--- config.mk ---
export PLATFORM = sky130hd
export DESIGN_NAME = cfsp_codec_serial_frame_port
export DESIGN_NICKNAME = d
export VERILOG_FILES = /design/src/cfsp_pkg.sv /design/src/cfsp_codec_serial_frame_port.sv
export SDC_FILE = /design/constraint.sdc
export NUM_CORES = 1
export LEC_CHECK = 0
export BUFFER_PORTS_ARGS = -buffer_cell sky130_fd_sc_hd__buf_2
export CORE_MARGIN = 3
export CORE_UTILIZATION = 50
export CTS_CLUSTER_SIZE = 12
export DETAILED_ROUTE_END_ITERATION = 8
export GPL_ROUTABILITY_DRIVEN = 1
export PLACE_DENSITY = 0.69
export SYNTH_ARGS = -nofsm -noshare
export SYNTH_HDL_FRONTEND = slang
export SYNTH_SLANG_ARGS = --single-unit
--- constraint.sdc ---
create_clock -name clk_sys -period 23.6 [get_ports clk_sys]
set_input_delay 2.36 -clock clk_sys [delete_from_list [all_inputs] [get_ports clk_sys]]
set_output_delay 2.36 -clock clk_sys [all_outputs]
set_load 0.005 [all_outputs]
--- src/cfsp_pkg.sv ---
// ****************************************
// Serial frame port constants and types
// ****************************************
package cfsp_pkg;
    // AXI4-Lite register offsets
    localparam logic [7:0] OFS_CTRL = 8'h00;
    localparam logic [7:0] OFS_STATUS = 8'h04;
    localparam logic [7:0] OFS_DAC = 8'h08;
    localparam logic [7:0] OFS_ADC = 8'h0C;
    localparam logic [1:0] RESP_OKAY = 2'h0;
    localparam logic [1:0] RESP_DECERR = 2'h3;
    localparam int CTRL_RUN_BIT = 0;
    localparam logic CTRL_RUN_RST = 1'h0;
    localparam logic [15:0] ADC_RST = 16'h0000;
    // Frame timing in shift-clock periods; divider phases in master clocks
    localparam logic [6:0] PERIOD_DEF = 7'h7F;
    localparam logic [6:0] SLOT_PRI = 7'h00;
    localparam logic [6:0] SEC_SLOT_DEF = 7'h20;
    localparam logic [3:0] LAST_BIT = 4'hF;
    localparam logic [3:0] HDR_BITS = 4'h7;
    localparam logic [1:0] DIV_RISE = 2'h1;
    localparam logic [1:0] DIV_FALL = 2'h3;
    // Codec register file
    localparam int CODEC_REGS = 32;
    localparam logic [4:0] REG_NO_OP = 5'h00;
    localparam logic [4:0] REG_CTRL1 = 5'h01;
    localparam logic [4:0] REG_CTRL2 = 5'h02;
    localparam logic [7:0] REG_RST = 8'h00;
    localparam int WLEN_BIT_DEF = 0;
    localparam int FLAGA_BIT = 0;
    localparam int FLAGB_BIT = 1;
    localparam int PHONE_BIT = 6;
    localparam int ALT_BIT = 7;

    typedef struct packed {
        logic [1:0] spare;
        logic readNotWrite;
        logic [4:0] addr;
        logic [7:0] data;
    } cfsp_sec_word_t;

    typedef enum logic [2:0] {
        ST_IDLE = 3'b001,
        ST_PRI = 3'b010,
        ST_SEC = 3'b100
    } cfsp_state_t;
endpackage

--- src/cfsp_codec_serial_frame_port.sv ---
`timescale 1ns/100ps
// Behaviour
// - Primary input is DAC; secondary is control.
// - Request pin sampled half clock after primary frame.
// - Shifting starts at frame sync fall.
// - Sync falls on shift rise, low 16 bits.
// - Primary every period; secondary only on request.
// - Reset selects 15-bit mode with control bit.
// - 16-bit mode uses all bits as DAC.
// - MSB first; D0 control in 15-bit mode.
// - Samples are two's complement both ways.
// - Primary frame exchanges one word each way.
// - ADC word always sixteen bits.
// - Request by pin or, in 15-bit mode, by primary LSB.
// - In 15-bit mode, primary D0 one requests secondary frame.
// - Secondary sync 32 periods after primary start.
// - Secondary write returns zero word.
// - Secondary read returns addressed register; in phone mode CTRL2 bit 7 is alternate status.
// - Read ignores the low eight input bits.
// - Read flag D13, address D12-D8, data D7-D0.
// - Register zero is a no operation.
// - One register per secondary frame.
// - Shift clock is master clock over four.
// - Phone mode flags and alternate status report.
// - Data output released on seventeenth rise.
// - DAC word captured on seventeenth rise.
// - Register data applied at sync rise.
// - Read word upper byte zero; else zeros.
module cfsp_codec_serial_frame_port #(
    parameter int WLEN_BIT = cfsp_pkg::WLEN_BIT_DEF,
    parameter logic [6:0] PERIOD = cfsp_pkg::PERIOD_DEF,
    parameter logic [6:0] SEC_SLOT = cfsp_pkg::SEC_SLOT_DEF
) (
    // Clock, reset, enable
    input logic clk_sys,
    input logic sys_rst,
    input logic clkEn,
    // AXI4-Lite write
    input logic [7:0] s_axi_awaddr,
    input logic s_axi_awvalid,
    output logic s_axi_awready,
    input logic [31:0] s_axi_wdata,
    input logic [3:0] s_axi_wstrb,
    input logic s_axi_wvalid,
    output logic s_axi_wready,
    output logic [1:0] s_axi_bresp,
    output logic s_axi_bvalid,
    input logic s_axi_bready,
    // AXI4-Lite read
    input logic [7:0] s_axi_araddr,
    input logic s_axi_arvalid,
    output logic s_axi_arready,
    output logic [31:0] s_axi_rdata,
    output logic [1:0] s_axi_rresp,
    output logic s_axi_rvalid,
    input logic s_axi_rready,
    // Serial pins
    output logic shiftClock,
    output logic frameSyncN,
    output logic serialDataOut,
    output logic serialDataOutEn,
    input logic serialDataIn,
    input logic functionControlRequest,
    // Phone mode pins
    input logic alternateStatusInput,
    output logic hostOutputA,
    output logic hostOutputB
);
    // ****************************************
    // State
    // ****************************************
    logic [1:0] divQ;
    logic [6:0] slotQ;
    cfsp_pkg::cfsp_state_t stateQ;
    logic [3:0] bitQ;
    logic [3:0] inCntQ;
    logic [15:0] inSrQ;
    logic [15:0] outSrQ;
    logic syncNQ;
    logic doutQ;
    logic doutEnQ;
    logic pendQ;
    logic reqArmQ;
    logic [7:0] codecRegs [cfsp_pkg::CODEC_REGS];
    logic [15:0] adcWordQ;
    logic [15:0] dacWordQ;
    logic runQ;

    // ****************************************
    // Frame decode
    // ****************************************
    logic sclkRise;
    logic sclkFall;
    logic inFrame;
    logic frameEnd;
    logic priEnd;
    logic secEnd;
    logic startPri;
    logic startSec;
    logic mode16;
    logic phoneMode;
    logic [7:0] hdr;
    logic hdrRead;
    logic [4:0] hdrAddr;
    logic [7:0] rdByte;
    logic [7:0] regVal;
    cfsp_pkg::cfsp_sec_word_t secWord;
    logic secWrite;
    logic swReq;

    assign sclkRise = clkEn && (divQ == cfsp_pkg::DIV_RISE);
    assign sclkFall = clkEn && (divQ == cfsp_pkg::DIV_FALL);
    assign inFrame = (stateQ != cfsp_pkg::ST_IDLE);
    assign frameEnd = sclkRise && inFrame && (bitQ == cfsp_pkg::LAST_BIT);
    assign priEnd = frameEnd && (stateQ == cfsp_pkg::ST_PRI);
    assign secEnd = frameEnd && (stateQ == cfsp_pkg::ST_SEC);
    assign startPri = sclkRise && !inFrame && runQ &&
        (slotQ == cfsp_pkg::SLOT_PRI);
    assign startSec = sclkRise && !inFrame && pendQ &&
        (slotQ == SEC_SLOT);
    assign mode16 = codecRegs[cfsp_pkg::REG_CTRL1][WLEN_BIT];
    assign phoneMode = codecRegs[cfsp_pkg::REG_CTRL2][cfsp_pkg::PHONE_BIT];
    // Upper byte of the secondary word, complete at the eighth sample
    assign hdr = {inSrQ[6:0], serialDataIn};
    assign hdrRead = hdr[5];
    assign hdrAddr = hdr[4:0];
    assign regVal = codecRegs[hdrAddr];
    assign rdByte = !hdrRead ? 8'h00 :
        (phoneMode && hdrAddr == cfsp_pkg::REG_CTRL2) ?
        {alternateStatusInput, regVal[6:0]} : regVal;
    assign secWord = cfsp_pkg::cfsp_sec_word_t'(inSrQ);
    assign secWrite = secEnd && !secWord.readNotWrite &&
        (secWord.addr != cfsp_pkg::REG_NO_OP);
    assign swReq = !mode16 && inSrQ[0];

    // ****************************************
    // Shift clock divider and slot counter
    // ****************************************
    always_ff @(posedge clk_sys or posedge sys_rst) begin
        if (sys_rst) begin
            divQ <= 2'h0;
            slotQ <= 7'h00;
        end else if (clkEn) begin
            divQ <= divQ + 2'h1;
            if (sclkRise) begin
                slotQ <= (slotQ == PERIOD) ? 7'h00 : slotQ + 7'h01;
            end
        end
    end
    assign shiftClock = divQ[1];

    // ****************************************
    // Frame sequencer
    // ****************************************
    always_ff @(posedge clk_sys or posedge sys_rst) begin
        if (sys_rst) begin
            stateQ <= cfsp_pkg::ST_IDLE;
            bitQ <= 4'h0;
            syncNQ <= 1'b1;
            doutQ <= 1'b0;
            doutEnQ <= 1'b0;
            outSrQ <= 16'h0000;
        end else if (startPri || startSec) begin
            stateQ <= startPri ? cfsp_pkg::ST_PRI : cfsp_pkg::ST_SEC;
            bitQ <= 4'h0;
            syncNQ <= 1'b0;
            doutEnQ <= 1'b1;
            doutQ <= startPri ? adcWordQ[15] : 1'b0;
            outSrQ <= startPri ? {adcWordQ[14:0], 1'b0} : 16'h0000;
        end else if (frameEnd) begin
            stateQ <= cfsp_pkg::ST_IDLE;
            syncNQ <= 1'b1;
            doutEnQ <= 1'b0;
            doutQ <= 1'b0;
        end else if (sclkRise && inFrame) begin
            bitQ <= bitQ + 4'h1;
            doutQ <= outSrQ[15];
            outSrQ <= {outSrQ[14:0], 1'b0};
        end else if (sclkFall && stateQ == cfsp_pkg::ST_SEC &&
                inCntQ == cfsp_pkg::HDR_BITS) begin
            outSrQ <= {rdByte, 8'h00};
        end
    end
    assign frameSyncN = syncNQ;
    assign serialDataOut = doutQ;
    assign serialDataOutEn = doutEnQ;

    // ****************************************
    // Input shifter and request capture
    // ****************************************
    always_ff @(posedge clk_sys or posedge sys_rst) begin
        if (sys_rst) begin
            inSrQ <= 16'h0000;
            inCntQ <= 4'h0;
            dacWordQ <= 16'h0000;
            pendQ <= 1'b0;
            reqArmQ <= 1'b0;
        end else if (clkEn) begin
            if (startPri || startSec) begin
                inCntQ <= 4'h0;
            end else if (sclkFall && inFrame) begin
                inSrQ <= {inSrQ[14:0], serialDataIn};
                inCntQ <= inCntQ + 4'h1;
            end
            if (startSec) begin
                pendQ <= 1'b0;
            end
            if (priEnd) begin
                dacWordQ <= mode16 ? inSrQ : {inSrQ[15:1], 1'b0};
                reqArmQ <= 1'b1;
                if (swReq) begin
                    pendQ <= 1'b1;
                end
            end
            if (sclkFall && reqArmQ) begin
                reqArmQ <= 1'b0;
                if (functionControlRequest) begin
                    pendQ <= 1'b1;
                end
            end
        end
    end

    // ****************************************
    // Codec register file
    // ****************************************
    always_ff @(posedge clk_sys or posedge sys_rst) begin
        if (sys_rst) begin
            for (int i = 0; i < cfsp_pkg::CODEC_REGS; i++) begin
                codecRegs[i] <= cfsp_pkg::REG_RST;
            end
        end else if (clkEn && secWrite) begin
            codecRegs[secWord.addr] <= secWord.data;
        end
    end
    assign hostOutputA = phoneMode &&
        codecRegs[cfsp_pkg::REG_CTRL2][cfsp_pkg::FLAGA_BIT];
    assign hostOutputB = phoneMode &&
        codecRegs[cfsp_pkg::REG_CTRL2][cfsp_pkg::FLAGB_BIT];

    // ****************************************
    // AXI4-Lite slave
    // ****************************************
    logic awHeldQ;
    logic wHeldQ;
    logic [7:0] awAddrQ;
    logic [31:0] wDataQ;
    logic [3:0] wStrbQ;
    logic bvalidQ;
    logic [1:0] brespQ;
    logic rvalidQ;
    logic [31:0] rdataQ;
    logic [1:0] rrespQ;
    logic doWrite;
    logic wrHit;
    logic rdHit;
    logic [31:0] rdMux;
    logic [31:0] statusWord;

    assign s_axi_awready = clkEn && !awHeldQ && !bvalidQ;
    assign s_axi_wready = clkEn && !wHeldQ && !bvalidQ;
    assign s_axi_arready = clkEn && !rvalidQ;
    assign doWrite = clkEn && awHeldQ && wHeldQ;
    assign wrHit = (awAddrQ == cfsp_pkg::OFS_CTRL) ||
        (awAddrQ == cfsp_pkg::OFS_ADC);
    assign statusWord = {26'h000_0000, stateQ, phoneMode, pendQ, mode16};
    assign rdHit = (s_axi_araddr == cfsp_pkg::OFS_CTRL) ||
        (s_axi_araddr == cfsp_pkg::OFS_STATUS) ||
        (s_axi_araddr == cfsp_pkg::OFS_DAC) ||
        (s_axi_araddr == cfsp_pkg::OFS_ADC);
    assign rdMux =
        (s_axi_araddr == cfsp_pkg::OFS_CTRL) ? {31'h0000_0000, runQ} :
        (s_axi_araddr == cfsp_pkg::OFS_STATUS) ? statusWord :
        (s_axi_araddr == cfsp_pkg::OFS_DAC) ? {16'h0000, dacWordQ} :
        (s_axi_araddr == cfsp_pkg::OFS_ADC) ? {16'h0000, adcWordQ} :
        32'h0000_0000;

    always_ff @(posedge clk_sys or posedge sys_rst) begin
        if (sys_rst) begin
            awHeldQ <= 1'b0;
            wHeldQ <= 1'b0;
            awAddrQ <= 8'h00;
            wDataQ <= 32'h0000_0000;
            wStrbQ <= 4'h0;
            bvalidQ <= 1'b0;
            brespQ <= cfsp_pkg::RESP_OKAY;
            runQ <= cfsp_pkg::CTRL_RUN_RST;
            adcWordQ <= cfsp_pkg::ADC_RST;
        end else if (clkEn) begin
            if (s_axi_awvalid && s_axi_awready) begin
                awHeldQ <= 1'b1;
                awAddrQ <= s_axi_awaddr;
            end
            if (s_axi_wvalid && s_axi_wready) begin
                wHeldQ <= 1'b1;
                wDataQ <= s_axi_wdata;
                wStrbQ <= s_axi_wstrb;
            end
            if (doWrite) begin
                awHeldQ <= 1'b0;
                wHeldQ <= 1'b0;
                bvalidQ <= 1'b1;
                brespQ <= wrHit ? cfsp_pkg::RESP_OKAY :
                    cfsp_pkg::RESP_DECERR;
                if (awAddrQ == cfsp_pkg::OFS_CTRL && wStrbQ[0]) begin
                    runQ <= wDataQ[cfsp_pkg::CTRL_RUN_BIT];
                end
                if (awAddrQ == cfsp_pkg::OFS_ADC) begin
                    if (wStrbQ[0]) begin
                        adcWordQ[7:0] <= wDataQ[7:0];
                    end
                    if (wStrbQ[1]) begin
                        adcWordQ[15:8] <= wDataQ[15:8];
                    end
                end
            end else if (bvalidQ && s_axi_bready) begin
                bvalidQ <= 1'b0;
            end
        end
    end

    always_ff @(posedge clk_sys or posedge sys_rst) begin
        if (sys_rst) begin
            rvalidQ <= 1'b0;
            rdataQ <= 32'h0000_0000;
            rrespQ <= cfsp_pkg::RESP_OKAY;
        end else if (clkEn) begin
            if (s_axi_arvalid && s_axi_arready) begin
                rvalidQ <= 1'b1;
                rdataQ <= rdMux;
                rrespQ <= rdHit ? cfsp_pkg::RESP_OKAY :
                    cfsp_pkg::RESP_DECERR;
            end else if (rvalidQ && s_axi_rready) begin
                rvalidQ <= 1'b0;
            end
        end
    end
    assign s_axi_bvalid = bvalidQ;
    assign s_axi_bresp = brespQ;
    assign s_axi_rvalid = rvalidQ;
    assign s_axi_rdata = rdataQ;
    assign s_axi_rresp = rrespQ;

    // ****************************************
    // Checks
    // ****************************************
    logic [4:0] lowRisesQ;
    always_ff @(posedge clk_sys or posedge sys_rst) begin
        if (sys_rst) begin
            lowRisesQ <= 5'h00;
        end else if (syncNQ) begin
            lowRisesQ <= 5'h00;
        end else if (sclkRise) begin
            lowRisesQ <= lowRisesQ + 5'h01;
        end
    end

    property p_sync_width;
        @(posedge clk_sys) disable iff (sys_rst)
        $rose(frameSyncN) |-> (lowRisesQ == 5'h10);
    endproperty
    a_sync_width: assert property (p_sync_width)
        else $error("frame sync low width wrong");

    property p_sync_on_rise;
        @(posedge clk_sys) disable iff (sys_rst)
        $changed(frameSyncN) |-> $rose(shiftClock);
    endproperty
    a_sync_on_rise: assert property (p_sync_on_rise)
        else $error("frame sync moved off shift rise");

    property p_idle_release;
        @(posedge clk_sys) disable iff (sys_rst)
        frameSyncN |-> !serialDataOutEn;
    endproperty
    a_idle_release: assert property (p_idle_release)
        else $error("data out driven outside frame");

    property p_drive_start;
        @(posedge clk_sys) disable iff (sys_rst)
        $fell(frameSyncN) |-> serialDataOutEn;
    endproperty
    a_drive_start: assert property (p_drive_start)
        else $error("data out not driven at frame start");

    property p_sclk_div;
        @(posedge clk_sys) disable iff (sys_rst)
        ($rose(shiftClock) || $fell(shiftClock)) && clkEn |=>
            $stable(shiftClock);
    endproperty
    a_sclk_div: assert property (p_sclk_div)
        else $error("shift clock not master over four");

    property p_frame_slot;
        @(posedge clk_sys) disable iff (sys_rst)
        $fell(frameSyncN) |->
            (slotQ == 7'h01) || (slotQ == SEC_SLOT + 7'h01);
    endproperty
    a_frame_slot: assert property (p_frame_slot)
        else $error("frame started in wrong slot");

    property p_sec_upper_zero;
        @(posedge clk_sys) disable iff (sys_rst)
        (stateQ == cfsp_pkg::ST_SEC) && serialDataOutEn &&
            (bitQ < 4'h8) |-> !serialDataOut;
    endproperty
    a_sec_upper_zero: assert property (p_sec_upper_zero)
        else $error("secondary upper byte not zero");

    property p_reg_apply;
        @(posedge clk_sys) disable iff (sys_rst)
        secWrite && clkEn |=>
            codecRegs[$past(secWord.addr)] == $past(secWord.data);
    endproperty
    a_reg_apply: assert property (p_reg_apply)
        else $error("secondary write not applied");

    property p_no_op_keep;
        @(posedge clk_sys) disable iff (sys_rst)
        secEnd && (secWord.addr == cfsp_pkg::REG_NO_OP ||
            secWord.readNotWrite) |=> $stable(mode16) && $stable(phoneMode);
    endproperty
    a_no_op_keep: assert property (p_no_op_keep)
        else $error("register changed by no-op or read");

    property p_pin_capture;
        @(posedge clk_sys) disable iff (sys_rst)
        sclkFall && reqArmQ && functionControlRequest |=> pendQ;
    endproperty
    a_pin_capture: assert property (p_pin_capture)
        else $error("request pin not captured");

    property p_sw_request;
        @(posedge clk_sys) disable iff (sys_rst)
        priEnd && swReq |=> pendQ;
    endproperty
    a_sw_request: assert property (p_sw_request)
        else $error("embedded request not captured");

    property p_cov_pri;
        @(posedge clk_sys) disable iff (sys_rst)
        priEnd;
    endproperty
    c_cov_pri: cover property (p_cov_pri);

    property p_cov_sec_write;
        @(posedge clk_sys) disable iff (sys_rst)
        secWrite;
    endproperty
    c_cov_sec_write: cover property (p_cov_sec_write);

    property p_cov_sec_read;
        @(posedge clk_sys) disable iff (sys_rst)
        secEnd && secWord.readNotWrite;
    endproperty
    c_cov_sec_read: cover property (p_cov_sec_read);

    property p_cov_pin;
        @(posedge clk_sys) disable iff (sys_rst)
        sclkFall && reqArmQ && functionControlRequest;
    endproperty
    c_cov_pin: cover property (p_cov_pin);
endmodule // cfsp_codec_serial_frame_port

### After elaboration in Yosys (flattened, before gate mapping)

Index checks and enable logic that the tools add are counted.

* output and inout bits: 47
* word-level logic and storage cells: 215
* register bits: 412

* reduce and logical (&&, ||, !) cells: 80
* eq/ne operators: 15
* mux-type cells: 52
* add/sub/neg operators: 4
* bitwise operators: 3
* magnitude comparators: 3

Operators with widths (count)
* $bwmux 256: 1
* $mux 16: 9
* $bmux 8 s5: 1
* $demux 8 s5: 1
* $mux 8: 5
* $logic_and 1x1->1: 36
* $reduce_and 2->1: 14
* $eq 8x4->1 const B: 3
* $mux 1: 24
* $mux 4: 5
* $logic_not 8->1: 2
* $reduce_bool 2->1: 8
* $ge 6x6->1 const B: 2
* $not 5->6: 2
* $mux 3: 3
* $add 4x1->4 const B: 2
* $eq 8x3->1 const B: 1
* $reduce_and 4->1: 2
* $add 7x1->7 const B: 1
* $eq 7x6->1 const B: 1
* $eq 7x7->1 const B: 1
* $logic_not 1->1: 7
* $logic_not 7->1: 1
* $mux 7: 1
* other kinds (17): 24

### Logic depth before layout (Yosys ltp)

* depth in word-level cells: 10
* gate-level depth with buffers: 10

### Least setup slack after synthesis

No wires, ideal clock.

* path type: in2out
* start: input clkEn
* end: output s_axi_arready
* data arrival time: 2.982 ns
* stages on the path: 3
* path buffers: 2
* path slack: 18.258 ns
* required time: 21.240 ns
* cell sequence: buf_2 buf_1 nor2b_1

* longest elaborated chain between the ends: 1

RTL lines
* from (decl): line cfsp_codec_serial_frame_port.sv:37 `input logic clkEn,`
* $logic_and 1x1->1: line cfsp_codec_serial_frame_port.sv:262 `assign s_axi_arready = clkEn && !rvalidQ;`
* to (decl): line cfsp_codec_serial_frame_port.sv:52 `output logic s_axi_arready,`

No other way between the ends.

### Final worst setup path

* start: input clkEn
* end: output s_axi_wready

* longest elaborated chain between the ends: 2

RTL lines
* $logic_and 1x1->1 (2 in a row): line cfsp_codec_serial_frame_port.sv:261 `assign s_axi_wready = clkEn && !wHeldQ && !bvalidQ;`
* to (decl): line cfsp_codec_serial_frame_port.sv:45 `output logic s_axi_wready,`

No other way between the ends.

==> impl_metrics.env <==
export IMPL_drtAntennaViolNets=0
export IMPL_powerDensity_nw_per_um2=87.98
export IMPL_p_leak_nw=9.609
export IMPL_r2r_cells=6
export IMPL_drt_vias_per_instance=5.830
export IMPL_period_share_pct=23.00
export IMPL_synth_seq_cells=392
export IMPL_die_h_um=194.4
export IMPL_hold_violations=0
export IMPL_synth_cell_type_count=71
export IMPL_r2r_slack_ps=20380
export IMPL_yosysTopAreaCell="dfrtp_1"
export IMPL_yosysMostFrequentCell="dfrtp_1"
export IMPL_place_gp_congestion=0.7549
export IMPL_layout_drive_gt1_share_pct=27.25
export IMPL_hold_path_class="flop to flop"
export IMPL_rows=68
export IMPL_rsz0062_at_grt="false"
export IMPL_avgSynthCellArea_um2=13.70
export IMPL_r2r_end="outSrQ[15]"
export IMPL_synth_compound_area_share_pct=4.883
export IMPL_drcViolationCount=0
export IMPL_synth_area_top_cells="dfrtp_1 (55%), mux2_1 (11%), mux2_2 (9.3%), mux4_2 (6.5%), nand2_1 (2.4%)"
export IMPL_initial_core_util_pct=51.02
export IMPL_first_global_vias=11061
export IMPL_startpoint_type="primary input"
export IMPL_fin_tns_setup_ps=0
export IMPL_ys_async_sr_fraction_pct=100.0
export IMPL_whs_endpoint="codecRegs[255]"
export IMPL_final_area_um2=19680
export IMPL_dieArea_um2=37810
export IMPL_drt_total_wl_um=38510
export IMPL_die_width_um=194.4
export IMPL_hold_depth=0
export IMPL_synth_mux_area_share_pct=28.93
export IMPL_grtUsageTotal_pct=20.67
export IMPL_synthDominantCellAreaShare_pct=55.11
export IMPL_postCtsSetupRepairBufs=0
export IMPL_clkTransAtPathRegs_ps=60
export IMPL_min_period_ps=5429
export IMPL_netlist_area_um2=17760
export IMPL_finalPower_w=0.001731
export IMPL_cts_resized=0
export IMPL_synth_top_family_by_area="multiplexers"
export IMPL_vias=10546
export IMPL_synth_warnings=0
export IMPL_worstPathArrival_ps=3070
export IMPL_slew_headroom_pct=15.69
export IMPL_area_growth_pct=10.83
export IMPL_crit_reg2reg_launch="inSrQ[0]"
export IMPL_synth_top_cells_by_count="dfrtp_1 (391), mux2_1 (168), mux2_2 (146)"
export IMPL_nNetsFinal=1396
export IMPL_critPathLaunch="clkEn"
export IMPL_grt_pass1_wl_um=62930
export IMPL_antenna_found_initial=0
export IMPL_synth_fa_ha_area_share_pct=0.4228
export IMPL_synth_xor_area_share_pct=0.3946
export IMPL_clock_fmax_mhz=184.2
export IMPL_yosysSeqAreaShare_pct=55.25
export IMPL_insertion_delay_ps=540
export IMPL_endpoint_kind="output pin"
export IMPL_syn_inst=1296
export IMPL_max_cap_violations=0
export IMPL_routedWlPerCell_um=21.29
export IMPL_finalSetupViolCount=0
export IMPL_htreeDepth=2
export IMPL_clock_path_buffers=3
export IMPL_ctsRootBufferMaster="clkbuf_16"
export IMPL_post_route_util_pct=56.55
export IMPL_dp_hpwl_um=24440
export IMPL_drtPass1Iterations=5
export IMPL_cts_hold_buf=0
export IMPL_n_antenna_cell=0
export IMPL_crit_type="primary input to output pin"
export IMPL_min_from="codecRegs[255]"
export IMPL_worstPathMaxFanout=19
export IMPL_required_ps=21240
export IMPL_clock_sinks=392
export IMPL_worst_slew_pin_slew_ps=1265
export IMPL_core_um2=34800
export IMPL_yosys_area_share_simple_pct=6.955
export IMPL_timing_hold_ws_ps=377.9
export IMPL_port_buffer_count=75
export IMPL_grt_ovfl_total=0
export IMPL_cts_tree="built"
export IMPL_cts_buffers=42
export IMPL_synth_edf_count=0
export IMPL_grt_max_degree=176
export IMPL_slew_viol_final=0
export IMPL_status="finished clean"
export IMPL_finalClockSkew_ps=13.55
export IMPL_drt_iter0_markers=671
export IMPL_peakVddDrop_uv=59.97
export IMPL_synth_flop_cell="dfrtp_1"
export IMPL_place_area_um2=18330
export IMPL_ios=110
-- critical path: stages --
cell,delay [ps]
buf_2,290
nand2b_1,130
nor2_1,150
buf_2,140
-- final cells by class --
cell class,count,area [um^2]
sequential,392,9813
multi-input combinational,799,7451
timing repair buffer,84,457.9
inverter,8,37.54
fill,2749,15120
tap,455,569.3
clock inverter,5,57.56
clock buffer,66,1292
-- stage by stage --
| stage | instances | setup slack, ps |
|---|---|---|
| 6_report | 1809 | 18170 |
| 5_1_grt | 1809 | 18070 |
| 4_1_cts | 1809 | 18140 |
| 3_5_place_dp | 1738 | 17950 |
| 3_3_place_gp | 1738 | 17960 |
| 2_1_floorplan | 1311 | 10340 |
-- cells by family (layout without fill, tap and decap cells) --
kind of cell	count (synthesis)	count (layout)
xor+xnor	8	8
other cells	1	16
simple gates	238	238
mux	407	407
fa+ha+maj	6	6
flops	392	392
compound gates	124	124
buf+inv	120	163
-- power by group --
part | total, W | internal (W) | switching [W]
clock | 0.000645 | 0.000385 | 0.000261
combinational | 0.000263 | 0.0000996 | 0.000163
sequential | 0.000824 | 0.000728 | 0.0000955
total | 0.00173 | 0.00121 | 0.000519
-- registers in the layout, indices dropped and copies added, names as in the netlist, 2 cells and up --
| signal | count |
|---|---|
| adcWordQ | 16 |
| awAddrQ | 8 |
| bitQ | 4 |
| codecRegs | 256 |
| dacWordQ | 16 |
| divQ | 2 |
| inCntQ | 4 |
| inSrQ | 16 |
| outSrQ | 15 |
| s_axi_rdata | 16 |
| slotQ | 7 |
| stateQ | 3 |
| wDataQ | 16 |
| wStrbQ | 2 |
-- worst max-delay path by stage --
stage,endpoint,cells after the start
detailed placement,outSrQ[15],7
CTS,s_axi_wready,4
global placement,outSrQ[15],7
floorplan,adcWordQ[0],1
finish,s_axi_wready,4
global route,s_axi_awready,4
-- layer usage --
metal  routed length [um]  global-route usage [%]
met1                17480                   29.50
met2                18660                   33.48
met3                 1475                   3.207
met4                  811                   5.186
met5                   79                   1.533
-- cell usage in the layout (no fill, tap or decap), drive strengths merged, types with 15 or more instances in the layout --
cell type | Yosys | final
a22oi | 21 | 21
buf | 48 | 84
clkbuf | 64 | 66
mux2i | 40 | 40
mux2 | 314 | 314
nor2 | 35 | 35
dfrtp | 391 | 391
mux4 | 53 | 53
nand2 | 115 | 115
a21oi | 15 | 15
o21ai | 30 | 30
conb | 1 | 16
Note: power is estimated with default switching activity, not from simulation.
